$ cat src/logic/umd_pkg.sv
// Package with constants and types for the multidrop UART
`default_nettype none
package umd_pkg;
  localparam logic [1:0] MP_ALL      = 2'h0;
  localparam logic [1:0] MP_ADDR     = 2'h1;
  localparam logic [1:0] MP_MATCH    = 2'h2;
  localparam logic [1:0] MP_DATAONLY = 2'h3;
  localparam logic [15:0] DIV_RESET   = 16'h0001;
  localparam logic [3:0]  OVS_LAST    = 4'hF;
  localparam logic [3:0]  OVS_MID     = 4'h7;
  localparam logic [3:0]  BITS_DATA   = 4'h8;
  localparam logic [7:0]  ADDR_RESET  = 8'h00;
  typedef enum logic [2:0] {TX_IDLE, TX_LEAD, TX_START, TX_DATA, TX_NINTH, TX_STOP}
    umd_tx_state_e;
  typedef enum logic [2:0] {RX_IDLE, RX_START, RX_DATA, RX_NINTH, RX_STOP} umd_rx_state_e;
endpackage : umd_pkg
`default_nettype wire

$ cat src/logic/umd_top.sv
// Multidrop UART with driver enable and divisor timer
// Function
// - Ninth bit carries address flag
// - Mode 01 interrupts on address bytes only
// - Mode 00 interrupts on every byte
// - Clearing nine bit enable interrupts all
// - Ninth bit flag reports received address
// - Mode 10 drops mismatched frames
// - Match and following data interrupt
// - First data byte flagged new frame
// - Each address byte is recompared
// - Mode 11 no address interrupts
// - Drive enable covers whole frame
// - Drive enable leads start by one to two bits
// - Deassert one clock after stop
// - Polarity bit inverts drive enable
// - Holding empty after first bit sent
// - Receive interrupt data or errors
// - Overrun keeps unread byte, hides status
// - Post overrun after good byte read
// - Second read clears error status
// - Timer interrupt on divisor reload
// - Rate is clock over 16 divisor
// - Idle divisor counter works as timer
`default_nettype none
module umd_top (
  // Clock and reset
  input  wire logic        i_mclk,
  input  wire logic        i_rst,
  // Configuration
  input  wire logic        i_transmitter_on,
  input  wire logic        i_receiver_on,
  input  wire logic        i_nine_bit_enable,
  input  wire logic [1:0]  i_mp_interrupt_select,
  input  wire logic        i_tx_ninth_bit,
  input  wire logic        i_drive_enable_polarity,
  input  wire logic        i_divisor_timer_enable,
  input  wire logic        i_rx_data_irq_enable,
  input  wire logic [15:0] i_baud_divisor_value,
  input  wire logic [7:0]  i_node_address,
  // Transmit data write
  input  wire logic        i_tx_wr,
  input  wire logic [7:0]  i_tx_data,
  // Receive data read
  input  wire logic        i_rx_rd,
  output logic [7:0]       o_rx_data,
  // Status
  output logic             o_tx_holding_empty,
  output logic             o_rx_byte_available,
  output logic             o_overrun,
  output logic             o_line_break_seen,
  output logic             o_framing_error,
  output logic             o_rx_ninth_bit_flag,
  output logic             o_first_data_of_frame,
  // Interrupts
  output logic             o_tx_irq,
  output logic             o_rx_irq,
  // Serial line
  input  wire logic        i_rxd,
  output logic             o_txd,
  output logic             o_transceiver_drive_enable
);
  logic reload;
  umd_brg umd_brg_inst (
    .i_mclk    (i_mclk),
    .i_rst     (i_rst),
    .i_divisor (i_baud_divisor_value),
    .o_reload  (reload)
  );
  wire uart_idle  = !i_transmitter_on && !i_receiver_on;
  wire timer_irq  = i_divisor_timer_enable && reload && uart_idle;

  // Transmitter
  umd_pkg::umd_tx_state_e tx_st_q;
  logic [3:0]  tx_ovs_q;
  logic [3:0]  tx_bit_q;
  logic [8:0]  tx_sh_q;
  logic [8:0]  hold_q;
  logic        hold_full_q;
  logic        txd_q;
  logic        de_q;
  wire         tx_tick     = reload && (tx_ovs_q == umd_pkg::OVS_LAST);
  wire         tx_bit_done = tx_tick;
  wire [8:0]   tx_word     = {i_tx_ninth_bit && i_nine_bit_enable, i_tx_data};
  always_ff @(posedge i_mclk) begin
    if (i_rst) begin
      tx_st_q     <= umd_pkg::TX_IDLE;
      tx_ovs_q    <= 4'h0;
      tx_bit_q    <= 4'h0;
      tx_sh_q     <= 9'h000;
      hold_q      <= 9'h000;
      hold_full_q <= 1'b0;
      txd_q       <= 1'b1;
      de_q        <= 1'b0;
    end else begin
      if (reload) begin
        tx_ovs_q <= tx_ovs_q + 4'h1;
      end
      if (i_tx_wr) begin
        hold_q      <= tx_word;
        hold_full_q <= 1'b1;
      end
      case (tx_st_q)
        umd_pkg::TX_IDLE: begin
          txd_q <= 1'b1;
          if ((hold_full_q || i_tx_wr) && i_transmitter_on) begin
            de_q     <= 1'b1;
            tx_bit_q <= 4'h0;
            tx_st_q  <= umd_pkg::TX_LEAD;
          end else begin
            de_q <= 1'b0;
          end
        end
        umd_pkg::TX_LEAD: begin
          // Partial grid slot plus one whole bit keeps the lead in one to two bits
          if (tx_bit_done && (tx_bit_q == 4'h0)) begin
            tx_bit_q <= 4'h1;
          end else if (tx_bit_done) begin
            tx_st_q <= umd_pkg::TX_START;
            txd_q   <= 1'b0;
            tx_sh_q <= hold_q;
          end
        end
        umd_pkg::TX_START: begin
          if (tx_bit_done) begin
            if (!i_tx_wr) begin
              hold_full_q <= 1'b0;
            end
            txd_q    <= tx_sh_q[0];
            tx_bit_q <= 4'h1;
            tx_st_q  <= umd_pkg::TX_DATA;
          end
        end
        umd_pkg::TX_DATA: begin
          if (tx_bit_done) begin
            if (tx_bit_q == umd_pkg::BITS_DATA) begin
              txd_q   <= i_nine_bit_enable ? tx_sh_q[8] : 1'b1;
              tx_st_q <= i_nine_bit_enable ? umd_pkg::TX_NINTH : umd_pkg::TX_STOP;
            end else begin
              txd_q    <= tx_sh_q[tx_bit_q];
              tx_bit_q <= tx_bit_q + 4'h1;
            end
          end
        end
        umd_pkg::TX_NINTH: begin
          if (tx_bit_done) begin
            txd_q   <= 1'b1;
            tx_st_q <= umd_pkg::TX_STOP;
          end
        end
        default: begin
          if (tx_bit_done) begin
            txd_q <= 1'b1;
            if (hold_full_q) begin
              tx_st_q <= umd_pkg::TX_START;
              txd_q   <= 1'b0;
              tx_sh_q <= hold_q;
            end else begin
              tx_st_q <= umd_pkg::TX_IDLE;
            end
          end
        end
      endcase
    end
  end
  assign o_txd                      = txd_q;
  assign o_tx_holding_empty         = !hold_full_q;
  assign o_tx_irq                   = !hold_full_q && i_transmitter_on;
  assign o_transceiver_drive_enable = de_q ^ i_drive_enable_polarity;

  // Receiver
  umd_pkg::umd_rx_state_e rx_st_q;
  logic [3:0]  rx_ovs_q;
  logic [3:0]  rx_bit_q;
  logic [8:0]  rx_sh_q;
  logic        rx_allzero_q;
  logic [7:0]  rx_data_q;
  logic        avail_q;
  logic        ovr_pend_q;
  logic        brk_pend_q;
  logic        ovr_q;
  logic        brk_q;
  logic        fe_q;
  logic        ninth_q;
  logic        first_data_of_frame_q;
  logic        matched_q;
  logic        first_pend_q;
  logic        irq_q;
  wire         rx_sample = reload && (rx_ovs_q == umd_pkg::OVS_MID);
  wire         rx_done   = rx_sample && (rx_st_q == umd_pkg::RX_STOP);
  wire         rx_brk    = rx_done && rx_allzero_q && !i_rxd;
  wire         rx_addr   = i_nine_bit_enable && rx_sh_q[8];
  wire         addr_hit  = (rx_sh_q[7:0] == i_node_address);
  wire         hw_cmp    = i_nine_bit_enable && i_mp_interrupt_select[1];
  // Byte acceptance and interrupt selection per multidrop scheme
  wire         accept    = !hw_cmp || (rx_addr ? addr_hit : matched_q);
  wire         keep_data = !hw_cmp || !rx_addr || (i_mp_interrupt_select == umd_pkg::MP_MATCH);
  wire         want_irq  = !i_nine_bit_enable ||
                           (i_mp_interrupt_select == umd_pkg::MP_ALL) ||
                           (i_mp_interrupt_select == umd_pkg::MP_ADDR ? rx_addr
                                                                      : keep_data);
  wire         deliver   = rx_done && accept && keep_data;
  always_ff @(posedge i_mclk) begin
    if (i_rst) begin
      rx_st_q      <= umd_pkg::RX_IDLE;
      rx_ovs_q     <= 4'h0;
      rx_bit_q     <= 4'h0;
      rx_sh_q      <= 9'h000;
      rx_allzero_q <= 1'b0;
      rx_data_q    <= 8'h00;
      avail_q      <= 1'b0;
      ovr_pend_q   <= 1'b0;
      brk_pend_q   <= 1'b0;
      ovr_q        <= 1'b0;
      brk_q        <= 1'b0;
      fe_q         <= 1'b0;
      ninth_q      <= 1'b0;
      first_data_of_frame_q     <= 1'b0;
      matched_q    <= 1'b0;
      first_pend_q <= 1'b0;
      irq_q        <= 1'b0;
    end else begin
      if (reload) begin
        rx_ovs_q <= rx_ovs_q + 4'h1;
      end
      case (rx_st_q)
        umd_pkg::RX_IDLE: begin
          if (i_receiver_on && !i_rxd) begin
            rx_st_q      <= umd_pkg::RX_START;
            rx_ovs_q     <= 4'h0;
            rx_allzero_q <= 1'b1;
          end
        end
        umd_pkg::RX_START: begin
          if (rx_sample) begin
            rx_st_q  <= i_rxd ? umd_pkg::RX_IDLE : umd_pkg::RX_DATA;
            rx_bit_q <= 4'h0;
          end
        end
        umd_pkg::RX_DATA: begin
          if (rx_sample) begin
            rx_sh_q      <= {1'b0, i_rxd, rx_sh_q[7:1]};
            rx_allzero_q <= rx_allzero_q && !i_rxd;
            rx_bit_q     <= rx_bit_q + 4'h1;
            if (rx_bit_q == umd_pkg::BITS_DATA - 4'h1) begin
              rx_st_q <= i_nine_bit_enable ? umd_pkg::RX_NINTH : umd_pkg::RX_STOP;
            end
          end
        end
        umd_pkg::RX_NINTH: begin
          if (rx_sample) begin
            rx_sh_q[8]   <= i_rxd;
            rx_allzero_q <= rx_allzero_q && !i_rxd;
            rx_st_q      <= umd_pkg::RX_STOP;
          end
        end
        default: begin
          if (rx_sample) begin
            rx_st_q <= umd_pkg::RX_IDLE;
          end
        end
      endcase
      if (rx_done && hw_cmp && rx_addr) begin
        matched_q    <= addr_hit;
        first_pend_q <= addr_hit;
      end
      // Overrun sequencing and second read clearing error bits
      if (i_rx_rd) begin
        if (ovr_pend_q) begin
          ovr_q      <= 1'b1;
          brk_q      <= brk_pend_q;
          avail_q    <= 1'b1;
          ovr_pend_q <= 1'b0;
          brk_pend_q <= 1'b0;
        end else begin
          ovr_q   <= 1'b0;
          brk_q   <= 1'b0;
          fe_q    <= 1'b0;
          avail_q <= 1'b0;
        end
      end
      if (deliver) begin
        if (avail_q && !i_rx_rd) begin
          ovr_pend_q <= 1'b1;
          brk_pend_q <= brk_pend_q || rx_brk;
        end else begin
          rx_data_q <= rx_sh_q[7:0];
          avail_q   <= 1'b1;
          brk_q     <= rx_brk;
          fe_q      <= !i_rxd;
          ninth_q   <= rx_sh_q[8];
          first_data_of_frame_q  <= hw_cmp && !rx_addr && first_pend_q;
          if (hw_cmp && !rx_addr) begin
            first_pend_q <= 1'b0;
          end
        end
      end
      irq_q <= deliver && want_irq && i_rx_data_irq_enable;
    end
  end
  assign o_rx_data             = rx_data_q;
  assign o_rx_byte_available   = avail_q;
  assign o_overrun             = ovr_q;
  assign o_line_break_seen     = brk_q;
  assign o_framing_error       = fe_q;
  assign o_rx_ninth_bit_flag   = ninth_q;
  assign o_first_data_of_frame = first_data_of_frame_q;
  assign o_rx_irq              = irq_q || ovr_q || brk_q || fe_q || timer_irq;
endmodule : umd_top
`default_nettype wire

$ cat src/logic/umd_brg.sv
// Baud divisor counter with reload pulse and 16x tick
`default_nettype none
module umd_brg (
  // Clock and reset
  input  wire logic        i_mclk,
  input  wire logic        i_rst,
  // Divisor
  input  wire logic [15:0] i_divisor,
  // Reload pulse
  output logic             o_reload
);
  logic [15:0] cnt_q;
  logic [15:0] cnt_d;
  wire         term = (cnt_q <= 16'h0001);
  assign cnt_d    = term ? i_divisor : cnt_q - 16'h0001;
  assign o_reload = term;
  always_ff @(posedge i_mclk) begin
    if (i_rst) begin
      cnt_q <= umd_pkg::DIV_RESET;
    end else begin
      cnt_q <= cnt_d;
    end
  end
endmodule : umd_brg
`default_nettype wire

$ cat config.mk
export PLATFORM = sky130hd
export DESIGN_NAME = umd_top
export DESIGN_NICKNAME = d
export VERILOG_FILES = /design/src/logic/umd_pkg.sv /design/src/logic/umd_top.sv /design/src/logic/umd_brg.sv
export SDC_FILE = /design/constraint.sdc
export NUM_CORES = 1
export LEC_CHECK = 0
export BUFFER_PORTS_ARGS = -buffer_cell sky130_fd_sc_hd__buf_2
export CAP_MARGIN = 20
export CORE_ASPECT_RATIO = 1.1
export CORE_MARGIN = 2
export CORE_UTILIZATION = 29
export CTS_CLUSTER_DIAMETER = 60
export CTS_CLUSTER_SIZE = 16
export DETAILED_ROUTE_END_ITERATION = 8
export GPL_TIMING_DRIVEN = 1
export PLACE_DENSITY = 0.45
export SYNTH_ARGS = -nofsm -noshare
export SYNTH_HDL_FRONTEND = slang
export SYNTH_SLANG_ARGS = --single-unit
$ cat constraint.sdc
create_clock -name i_mclk -period 5.2 [get_ports i_mclk]
set_clock_uncertainty 0.05 [all_clocks]
set_input_delay 0.52 -clock i_mclk [delete_from_list [all_inputs] [get_ports i_mclk]]
set_output_delay 0.52 -clock i_mclk [all_outputs]
set_load 0.03 [all_outputs]
## After elaboration in Yosys (flattened, before gate mapping)

Cells that the tools add are included.

- Reduce and logical (&&, ||, !) cells: 67
- Bitwise logic cells: 3
- Add/sub/neg operators: 5
- Multiplexer cells: 86
- $lt $le $gt $ge: 2
- Eq/ne operators: 30

Operators by type and width:

| operator | number |
|---|---|
| two-way mux 3 bit | 15 |
| two-way mux 9 bit | 5 |
| two-way mux 1 bit | 44 |
| two-way mux 4 bit | 10 |
| inequality test 2 bit, second input constant | 14 |
| logical AND 1 bit | 25 |
| case mux 9 bit (2 select lines) | 1 |
| AND reduction 6 bit | 3 |
| adder 4 x 1 -> 4 bit, second input constant | 4 |
| <= comparator 16 x 1 -> 1 bit, second input constant | 1 |
| two-way mux 16 bit | 1 |
| case mux 4 bit (4 select lines) | 1 |
| subtractor 16 x 1 -> 16 bit, second input constant | 1 |
| case mux 3 bit (5 select lines) | 1 |
| equality test 3 x 2 -> 1 bit, second input constant | 4 |
| case mux 3 bit (4 select lines) | 1 |
| nonzero test 2 bit | 6 |
| logical OR 1 bit | 11 |
| AND reduction 3 bit | 3 |
| equality test 4 x 3 -> 1 bit, second input constant | 2 |
| equality test 4 bit, second input constant | 2 |
| equality test 8 bit | 1 |
| zero test 1 bit | 8 |
| case mux 4 bit (2 select lines) | 1 |
| 21 further kinds | 28 |

- Output and inout port bits: 19
- Word-level logic and storage cells: 220
- Register bits after elaboration: 88

## Longest topological paths before layout

Gate-level depths: netlist of the first run.

- Depth after elaboration: 9
- Depth in mapped cells: 10
- Mapped depth without buffers: 8

## Modules after synthesis

Synthesis of the first run repeated with hierarchy kept, for this count alone.

- Cells, all modules: 489
- Area, all modules: 4312.9 µm²

By module, submodules not included:

| module | times used | cells an instance | area an instance (µm²) |
|---|---|---|---|
| umd_top | 1 | 383 | 3323.2 |
| umd_brg | 1 | 106 | 989.7 |

## Worst setup path after synthesis of the first run

No wires, ideal clock.

- Path kind: reg2out
- Start: reg umd_brg_inst.cnt_q[10]
- End: out o_rx_irq
- Path buffers: 1
- Arrival: 2.318 ns
- Stages on the path, launching flop included: 6
- Setup slack: 2.312 ns
- Cells stage by stage: dfxtp_1 > or4_4 > nor3_1 > nand3_1 > clkbuf_1 > o21ai_0

- Cells in the longest elaborated chain, start to end: 4

RTL lines:

| what | line | text |
|---|---|---|
| from (decl) | umd_brg.sv:12 | `logic [15:0] cnt_q;` |
| from (signal assigned) | umd_brg.sv:19 | `cnt_q <= umd_pkg::DIV_RESET;` |
| from (signal assigned) | umd_brg.sv:21 | `cnt_q <= cnt_d;` |
| <= comparator 16 x 1 -> 1 bit | umd_brg.sv:14 | `wire term = (cnt_q <= 16'h0001);` |
| logical AND 1 bit (2 in series) | umd_top.sv:71 | `wire timer_irq = i_divisor_timer_enable && reload && uart_idle;` |
| logical OR 1 bit | umd_top.sv:308 | `assign o_rx_irq = irq_q \|\| ovr_q \|\| brk_q \|\| fe_q \|\| timer_irq;` |
| to (decl) | umd_top.sv:57 | `output logic o_rx_irq,` |

Every way passes these cells.

## Final worst setup path of the first run

- Start: reg umd_brg_inst.cnt_q[2]
- End: reg fe_q (netlist: o_framing_error)

- Cells in the longest elaborated chain, start to end: 6

RTL lines:

| what | line | text |
|---|---|---|
| <= comparator 16 x 1 -> 1 bit | umd_brg.sv:14 |  |
| logical AND 1 bit | umd_top.sv:189 | `wire rx_sample = reload && (rx_ovs_q == umd_pkg::OVS_MID);` |
| logical AND 1 bit | umd_top.sv:190 | `wire rx_done = rx_sample && (rx_st_q == umd_pkg::RX_STOP);` |
| logical AND 1 bit (2 in series) | umd_top.sv:202 | `wire deliver = rx_done && accept && keep_data;` |
| two-way mux 1 bit | umd_top.sv:282 | `if (deliver) begin` |
| to (signal assigned) | umd_top.sv:290 | `fe_q <= !i_rxd;` |
| to (decl) | umd_top.sv:183 | `logic fe_q;` |

Every way passes these cells.
A chain may end at the register's enable or synchronous reset.

==> qor.yml, run 1 <==
totalWireLength_mm: 10.73
crit_slowest_cell: "nor4_4"
slowest_delay_ns: 0.89
core_region_area_um2: 14450
grt_pass1_vias: 3739
synth_edf_count: 0
tightestPinTransition_ns: 1.066
utilization_pct: 34.90
cts.sinks: 88
rsz0062_at_grt: "false"
cts_buffers: 9
period_share_pct: 59.21
synth_xor_area_share_pct: 5.114
fin_tns_setup_ns: 0
path_cells: "nor4_1 -> nor2b_1 -> nand4_1 -> nor4_4 -> mux2_2 -> nor2_1"
drt_first_pass_iters: 4
htree_levels: 3
io_pins: 65
cts_root_buf: "clkbuf_16"
yosysSeqAreaShare_pct: 41.15
rows: 46
port_buffers: 64
fmax_mhz: 324.8
antenna_found_initial: 0
avgSynthCellArea_um2: 8.546
via_per_inst: 4.885
vias: 3669
grt_pass1_wl_mm: 18.16
slew_headroom_pct: 28.43
cts_tree: "built"
syn-num-nets: 554
synth-compound-area-share_pct: 14.38
period_minus_slack_ns: 3.079
layout-drive-gt1-share_pct: 17.89
muxShareOfSynthArea_pct: 8.270
post_cts_buffers: 0
min_path_type: "primary input to flip-flop"
path_max_fanout: 13
setup_slack_ns: 2.121
synth_warnings: 0
cp-start-kind: "flip-flop"
synthSimpleGateAreaFrac_pct: 25.72
clock_path_buffers: 2
power_density_nw_per_um2: 409.0
final_area_um2: 5042
gp_congestion: 0.8254
async_flop_share_pct: 0
clk_latency_ns: 0.35
routedWlPerCell_um: 14.29
post_cts_resize_count: 0
ir_drop_mv: 0.1302
reg2reg_slack_ns: 2.12
place_area_um2: 4760
die-height_um: 131.4
leakage_nw: 1.871
reg2regPathDepth: 6
syn2layout_area_growth_pct: 17.77
synth_top_flop_cell: "dfxtp_1"
synth_cells: 501
crit_type: "flip-flop to flip-flop"
crit_required_ns: 5.43
min_to: "hold_q[5]"
rr_startpoint: "umd_brg_inst.cnt_q[2]"
start_util_pct: 29.64
dp_slack_ns: 2.124
synth_top_area_cell: "dfxtp_1"
min_path_cells: 3
synth_top_family_by_area: "simple AND/OR/NAND/NOR gates"
syn_area_um2: 4282
final_nets: 607
antenna_cells: 0
yosysTopAreaCellShare_pct: 41.15
dp_hpwl_mm: 7.670
track_usage_pct: 14.24
synth.most_common_cell: "dfxtp_1"
postRouteAntennaNets: 0
cap_violations: 0
synthAdderAreaFrac_pct: 2.046
grt_max_degree: 65
rr_endpoint: "o_framing_error"
yosys-top-cells-area: "dfxtp_1 (41%), mux2i_1 (7.5%), nor2_1 (6.1%)"
hold_buffers: 0
dieWidth_um: 119.9
hold_viol: 0
synth_common_cells: "dfxtp_1 (88), nor2_1 (70), nand2_1 (49), a21oi_1 (36), mux2i_1 (32)"
die-area_um2: 15750
synth.ff_latch_count: 88
setup_violations: 0
clk_pin_slew_ns: 0.06
worstSetupEndpointType: "flip-flop"
worstPathArrival_ns: 3.31
synth_cell_types: 58
drv_slew: 0
drc_errors: 0
worstHoldStart: "i_tx_data[5]"
drtIter0Drc: 159
status: "finished clean"
grt_overflow: 0
-- state kept, by name, summed over array words and instances (netlist names), 3 cells and up --
name                count
rx_sh_q                 9
tx_ovs_q                4
umd_brg_inst.cnt_q     16
tx_sh_q                 9
tx_st_q                 3
o_rx_data               8
rx_bit_q                4
rx_st_q                 3
tx_bit_q                4
rx_ovs_q                4
hold_q                  9
-- worst max path at each step --
stage	from	end	slack [ns]	cells past startpoint
after detailed placement	umd_brg_inst.cnt_q[2]	o_framing_error	2.12	6
after global routing	umd_brg_inst.cnt_q[2]	o_framing_error	1.83	6
after CTS	umd_brg_inst.cnt_q[2]	o_framing_error	2.09	6
final	umd_brg_inst.cnt_q[2]	o_framing_error	2.12	6
after global placement	umd_brg_inst.cnt_q[6]	o_framing_error	2.20	6
after floorplan	umd_brg_inst.cnt_q[10]	o_rx_irq	2.31	5
-- final cells by class --
type / instances / area, um2
sequential: 88 / 1762
tap: 192 / 240.2
clock inverter: 6 / 43.79
fill: 1570 / 9404
inverter: 12 / 45.04
clock buffer: 10 / 239.0
timing repair buffer: 66 / 335.3
multi-input combinational: 377 / 2377
-- logic make-up after synthesis --
kind of cell               count (synthesis)
AOI/OAI and AO/OA                         96
DFF                                       88
muxes                                     34
buffers and inverters                     36
xor gates and xnor gates                  25
and+or+nand+nor                          215
adders and majority gates                  7
-- through the flow --
stage | cells | power (mW) | hold slack [ns]
final | 751 | 2.062 | 0.3552
after global routing | 751 | 2.214 | 0.3610
after CTS | 751 | 2.102 | 0.3450
after detailed placement | 735 | 1.471 | 0.4132
after global placement | 735 | 1.457 | 0.4112
after floorplan | 501 | 1.316 | 0.3949
-- per-layer routing --
metal | global-route usage (%) | wire length [um] | share of wire, % | vias up
li1 | - | - | - | 1884
met1 | 17.92 | 5116 | 48 | 1708
met2 | 23.52 | 5070 | 47 | 61
met3 | 2.865 | 308 | 2.9 | 16
met4 | 6.078 | 238 | 2.2 | 0
met5 | 0 | 0 | 0 | -
-- where the power goes --
part	switching (mW)	internal, mW
Clock	0.280	0.338
Combinational	0.358	0.256
Sequential	0.0833	0.747
Total	0.721	1.34
-- cells in the final DEF, fill, tap and decap left out, types with 8 or more instances in the layout --
cell,count
mux2i_1,32
nand3_1,14
nor2_1,70
xnor2_1,16
inv_1,12
xor2_1,9
o21ai_0,15
a211oi_1,13
nand2b_1,8
buf_2,64
dfxtp_1,88
a21oi_1,36
clkbuf_16,9
nor3_1,18
nand2_1,49
nand4_1,8
-- critical path, delay by kind of cell, from the launching register on --
family	cells	cell delay, ns
AND/OR/NAND/NOR	5	2.21
multiplexers	1	0.42
flip-flops	1	0.35
Power figures use the tool's default switching activity.
==> run 2, diff against run 1 <==
==> constraint.sdc (replaced) <==
create_clock -name i_mclk -period 3.1 [get_ports i_mclk]
set_clock_uncertainty 0.05 [all_clocks]
set_input_delay 0.31 -clock i_mclk [delete_from_list [all_inputs] [get_ports i_mclk]]
set_output_delay 0.31 -clock i_mclk [all_outputs]
set_load 0.03 [all_outputs]
==> run 2 against run 1 <==
Compared with the run above: largest power group unchanged; combinational power rose by 76%; largest cell class unchanged; register-to-register slack got worse by 1.6 ns; die area did not move; core utilization rose by 0.42 points; sequential share of layout area fell by 0.42 points; sequential power rose by 67%; non-clock buffer count rose by 5; clock-buffer cell count rose by 1; final cell count rose by 0.53%; clock power rose by 83%; critical path type is now flip-flop to primary output; worst setup slack got worse by 1.8 ns.
==> qor.yml, run 2 (synthesis gave the netlist of run 1 again) <==
status: "finished clean"
dieWidth_um: 119.9
core_region_area_um2: 14450
die-area_um2: 15750
period_share_pct: 90.77
largest_register_ffs: 16
reg2regPathDepth: 7
cts_root_buf: "clkbuf_16"
tightestPinTransition_ns: 0.6141
dp_hpwl_mm: 7.662
drtIter0Drc: 167
fillers: 1486
postRouteAntennaNets: 0
htree_levels: 3
rows: 46
grt_pass1_wl_mm: 17.73
crit_type: "flip-flop to primary output"
track_usage_pct: 13.93
ir_drop_mv: 0.2826
worstPathArrival_ns: 2.45
grt_overflow: 0
grt_max_degree: 39
period_minus_slack_ns: 2.814
dp_slack_ns: 0.5448
crit_required_ns: 2.74
die-height_um: 131.4
post_cts_resize_count: 0
cts_buffers: 9
clk_pin_slew_ns: 0.06
worstHoldStart: "i_tx_data[2]"
p_total_mw: 3.604
io_pins: 65
crit_slowest_cell: "or4_4"
drc_errors: 0
holdWs_ns: 0.1490
port_buffers: 64
setup_slack_ns: 0.2862
slowest_delay_ns: 0.59
cp-start-kind: "flip-flop"
fin_tns_setup_ns: 0
start_util_pct: 29.64
path_cells: "or4_4 -> nor3_1 -> nand3_1 -> o21ai_0 -> buf_2"
gp_congestion: 0.8097
final_cell_mix: "dfxtp_1 (88), nor2_1 (70), buf_2 (64)"
syn2layout_area_growth_pct: 19.20
antenna_found_initial: 0
largest_register: "umd_brg_inst.cnt_q"
reg2reg_slack_ns: 0.54
rr_endpoint: "o_framing_error"
setup_violations: 0
layout-drive-gt1-share_pct: 18.47
rr_startpoint: "umd_brg_inst.cnt_q[6]"
final_common_cell: "dfxtp_1"
clk_latency_ns: 0.35
clock_path_buffers: 2
cap_violations: 0
final_nets: 612
worstSetupEndpointType: "primary output"
hold_viol: 0
critPathLaunch: "umd_brg_inst.cnt_q[10]"
crit_end: "o_rx_irq"
via_per_inst: 4.897
path_max_fanout: 4
post_cts_buffers: 0
cts_tree: "built"
fmax_mhz: 355.4
power_density_nw_per_um2: 706.1
routedWlPerCell_um: 14.04
leakage_nw: 1.900
totalWireLength_mm: 10.60
antenna_cells: 0
min_path_type: "primary input to flip-flop"
rsz0062_at_grt: "false"
vias: 3697
drt_first_pass_iters: 4
slew_headroom_pct: 58.83
cts.sinks: 88
grt_pass1_vias: 3581
hold_buffers: 0
drv_slew: 0
## run 2: cell types whose count changed in the layout (fill, tap and decap cells not counted), sizes merged
cell,delta
buf,+5
bufinv,+1
clkbuf,+1
clkinv,-3
clkinvlp,+1
inv,-1
## run 2: layout make-up
type,count,area (um2),area share (%)
Clock inverter,4,53.80,1.054
Multi-Input combinational cell,377,2377,46.58
Clock buffer,11,252.7,4.952
Tap cell,192,240.2,4.707
Inverter,12,45.04,0.8826
Timing Repair Buffer,71,372.9,7.306
Sequential cell,88,1762,34.52
## run 2: routing by layer
layer,global-route usage [%],part of all wire (%)
met1,17.99,48
met2,22.76,47
met3,2.604,3.5
met4,5.621,1.9
met5,0,0
## run 2: worst min path at each step
| stage | endpoint | slack [ns] | depth (start not counted) |
|---|---|---|---|
| final | hold_q[2] | 0.15 | 3 |
| after global routing | hold_q[4] | 0.15 | 3 |
| after CTS | hold_q[4] | 0.14 | 3 |
| after detailed placement | hold_q[8] | 0.41 | 2 |
| after global placement | hold_q[8] | 0.41 | 2 |
| after floorplan | ovr_pend_q | 0.34 | 1 |
## run 2: critical path: cells and delay by family (launching register included)
| kind | cells | cell delay, ns |
|---|---|---|
| and+or+nand+nor | 3 | 1.14 |
| AOI/OAI and AO/OA | 1 | 0.35 |
| DFF | 1 | 0.34 |
| buffers and inverters | 1 | 0.27 |
## run 2: power breakdown
group / internal (mW) / switching (mW) / leakage (nW)
Sequential: 1.25 / 0.140 / 0.715
Combinational: 0.462 / 0.620 / 1.04
Clock: 0.666 / 0.463 / 0.144
## run 2: through the flow
step	instance area, um2	std cells	utilization (%)
finish	5104	755	35.33
global route	5104	755	35.33
CTS	5104	755	35.33
detailed placement	4797	740	33.21
global placement	4797	740	33.21
floorplan	4282	501	-
==> run 3, diff against run 2 <==
--- a/config.mk
+++ b/config.mk
@@ -9,12 +9,12 @@
 export CAP_MARGIN = 20
 export CORE_ASPECT_RATIO = 1.1
 export CORE_MARGIN = 2
-export CORE_UTILIZATION = 29
+export CORE_UTILIZATION = 38
 export CTS_CLUSTER_DIAMETER = 60
 export CTS_CLUSTER_SIZE = 16
 export DETAILED_ROUTE_END_ITERATION = 8
 export GPL_TIMING_DRIVEN = 1
-export PLACE_DENSITY = 0.45
+export PLACE_DENSITY = 0.56
 export SYNTH_ARGS = -nofsm -noshare
 export SYNTH_HDL_FRONTEND = slang
 export SYNTH_SLANG_ARGS = --single-unit
==> run 3 against run 2 <==
Compared with the run above: worst hold slack gained 0.0070 ns; via count increased by 2.8%; die area fell by 23%; fmax up 5.1%; worst setup slack better by 0.14 ns; final cell count fell by 5.8%; first-iteration DRC count shrank 40%; critical path depth grew 2; critical path type is now flip-flop to flip-flop; critical endpoint is now o_rx_data[4].
==> qor.yml, run 3 (synthesis gave the netlist of run 1 again) <==
via_per_inst: 5.345
start_util_pct: 39.06
status: "finished clean"
cts_root_buf: "clkbuf_16"
gp_congestion: 0.8494
grt_pass1_wl_mm: 16.92
vias: 3800
grt_max_degree: 41
p_total_mw: 3.689
fillers: 1094
period_minus_slack_ns: 2.676
antenna_cells: 0
crit_required_ns: 3.24
hold_buffers: 0
reg2reg_slack_ns: 0.42
drc_errors: 0
ir_drop_mv: 0.3030
rsz0062_at_grt: "false"
worstSetupEndpointType: "flip-flop"
path_cells: "nor4_1 -> nor2b_1 -> nand4_1 -> nor4_4 -> buf_12 -> mux2i_1 -> nor2_1"
totalWireLength_mm: 10.27
fin_tns_setup_ns: 0
place_area_um2: 4753
core_region_area_um2: 10960
min_path_cells: 3
dp_slack_ns: 0.4566
clk_pin_slew_ns: 0.06
tightestPinTransition_ns: 0.7589
worstPathArrival_ns: 2.82
layout-drive-gt1-share_pct: 18.44
setup_violations: 0
period_share_pct: 86.32
rows: 40
power_density_nw_per_um2: 723.7
final_common_cell: "dfxtp_1"
cap_violations: 0
setup_slack_ns: 0.4240
fmax_mhz: 373.7
io_pins: 65
post_cts_resize_count: 0
crit_slowest_cell: "nor2b_1"
slowest_delay_ns: 0.50
min_path_type: "primary input to flip-flop"
final_area_um2: 5097
clock_path_buffers: 2
htree_levels: 3
port_buffers: 64
multi_input_area_um2: 2377
path_delay_family: "simple AND/OR/NAND/NOR gates"
clk_latency_ns: 0.33
leakage_nw: 1.923
track_usage_pct: 17.32
antenna_found_initial: 0
grt_overflow: 0
largest_register_ffs: 16
routedWlPerCell_um: 14.45
drtIter0Drc: 100
path_max_fanout: 9
cts_buffers: 9
drv_slew: 0
final_nets: 612
crit_type: "flip-flop to flip-flop"
final-seq-area_um2: 1762
reg2regPathDepth: 7
slew_headroom_pct: 49.41
grt_pass1_vias: 3557
die-height_um: 115.3
cp.depth: 7
cts_tree: "built"
post_cts_buffers: 0
dp_hpwl_mm: 7.508
cp-start-kind: "flip-flop"
final_cell_mix: "dfxtp_1 (88), nor2_1 (70), buf_2 (64)"
cts.sinks: 88
largest_register: "umd_brg_inst.cnt_q"
die-area_um2: 12130
postRouteAntennaNets: 0
hold_viol: 0
dieWidth_um: 105.2
worst-path-buf-inv: 1
drt_first_pass_iters: 4
syn2layout_area_growth_pct: 19.05
run 3: cell count changes in the layout (fill, tap and decap cells not counted):
cell	before	now
bufinv_16	1	3
clkbuf_8	2	0
inv_6	0	2
buf_12	0	1
buf_4	7	6
clkbuf_1	0	1
clkinv_4	1	0
clkinvlp_4	2	1
run 3: worst paths after layout:
check                        start            to
max reg2reg  umd_brg_inst.cnt_q[2]  o_rx_data[4]
max          umd_brg_inst.cnt_q[2]  o_rx_data[4]
min reg2reg              hold_q[8]     hold_q[8]
min                   i_tx_data[5]     hold_q[5]
run 3: area by class of cell:
type,count,share of cell area [%]
clock inverter,6,2.258
multi-input combinational,377,46.64
sequential,88,34.56
timing repair buffer,71,7.560
tap,147,3.608
inverter,12,0.8837
clock buffer,10,4.492
run 3: metrics by stage:
| stage | util (%) | std cells | hold WS [ns] |
|---|---|---|---|
| finish | 46.51 | 711 | 0.1560 |
| global route | 46.51 | 711 | 0.1529 |
| CTS | 46.51 | 711 | 0.1464 |
| detailed placement | 43.37 | 695 | 0.4153 |
| global placement | 43.37 | 695 | 0.4097 |
| floorplan | - | 501 | 0.3393 |
run 3: power by group:
| group | switching, mW | leakage, nW | internal, mW |
|---|---|---|---|
| sequential | 0.140 | 0.715 | 1.25 |
| combinational | 0.603 | 1.04 | 0.446 |
| clock | 0.454 | 0.164 | 0.794 |
| total | 1.20 | 1.92 | 2.49 |
run 3: worst reg2reg max path: cells and delay by family, from the launching register on:
| family | cells | cell delay, ns |
|---|---|---|
| mux | 1 | 0.20 |
| flops | 1 | 0.35 |
| simple gates | 5 | 1.74 |
| buf+inv | 1 | 0.20 |
run 3: per-layer routing:
metal | up-vias | GRT usage (%) | part of all wire, %
met1 | 1819 | 22.19 | 47
li1 | 1898 | - | -
met5 | - | 0 | 0
met2 | 73 | 29.03 | 48
met3 | 10 | 3.855 | 3.6
met4 | 0 | 5.689 | 1.4
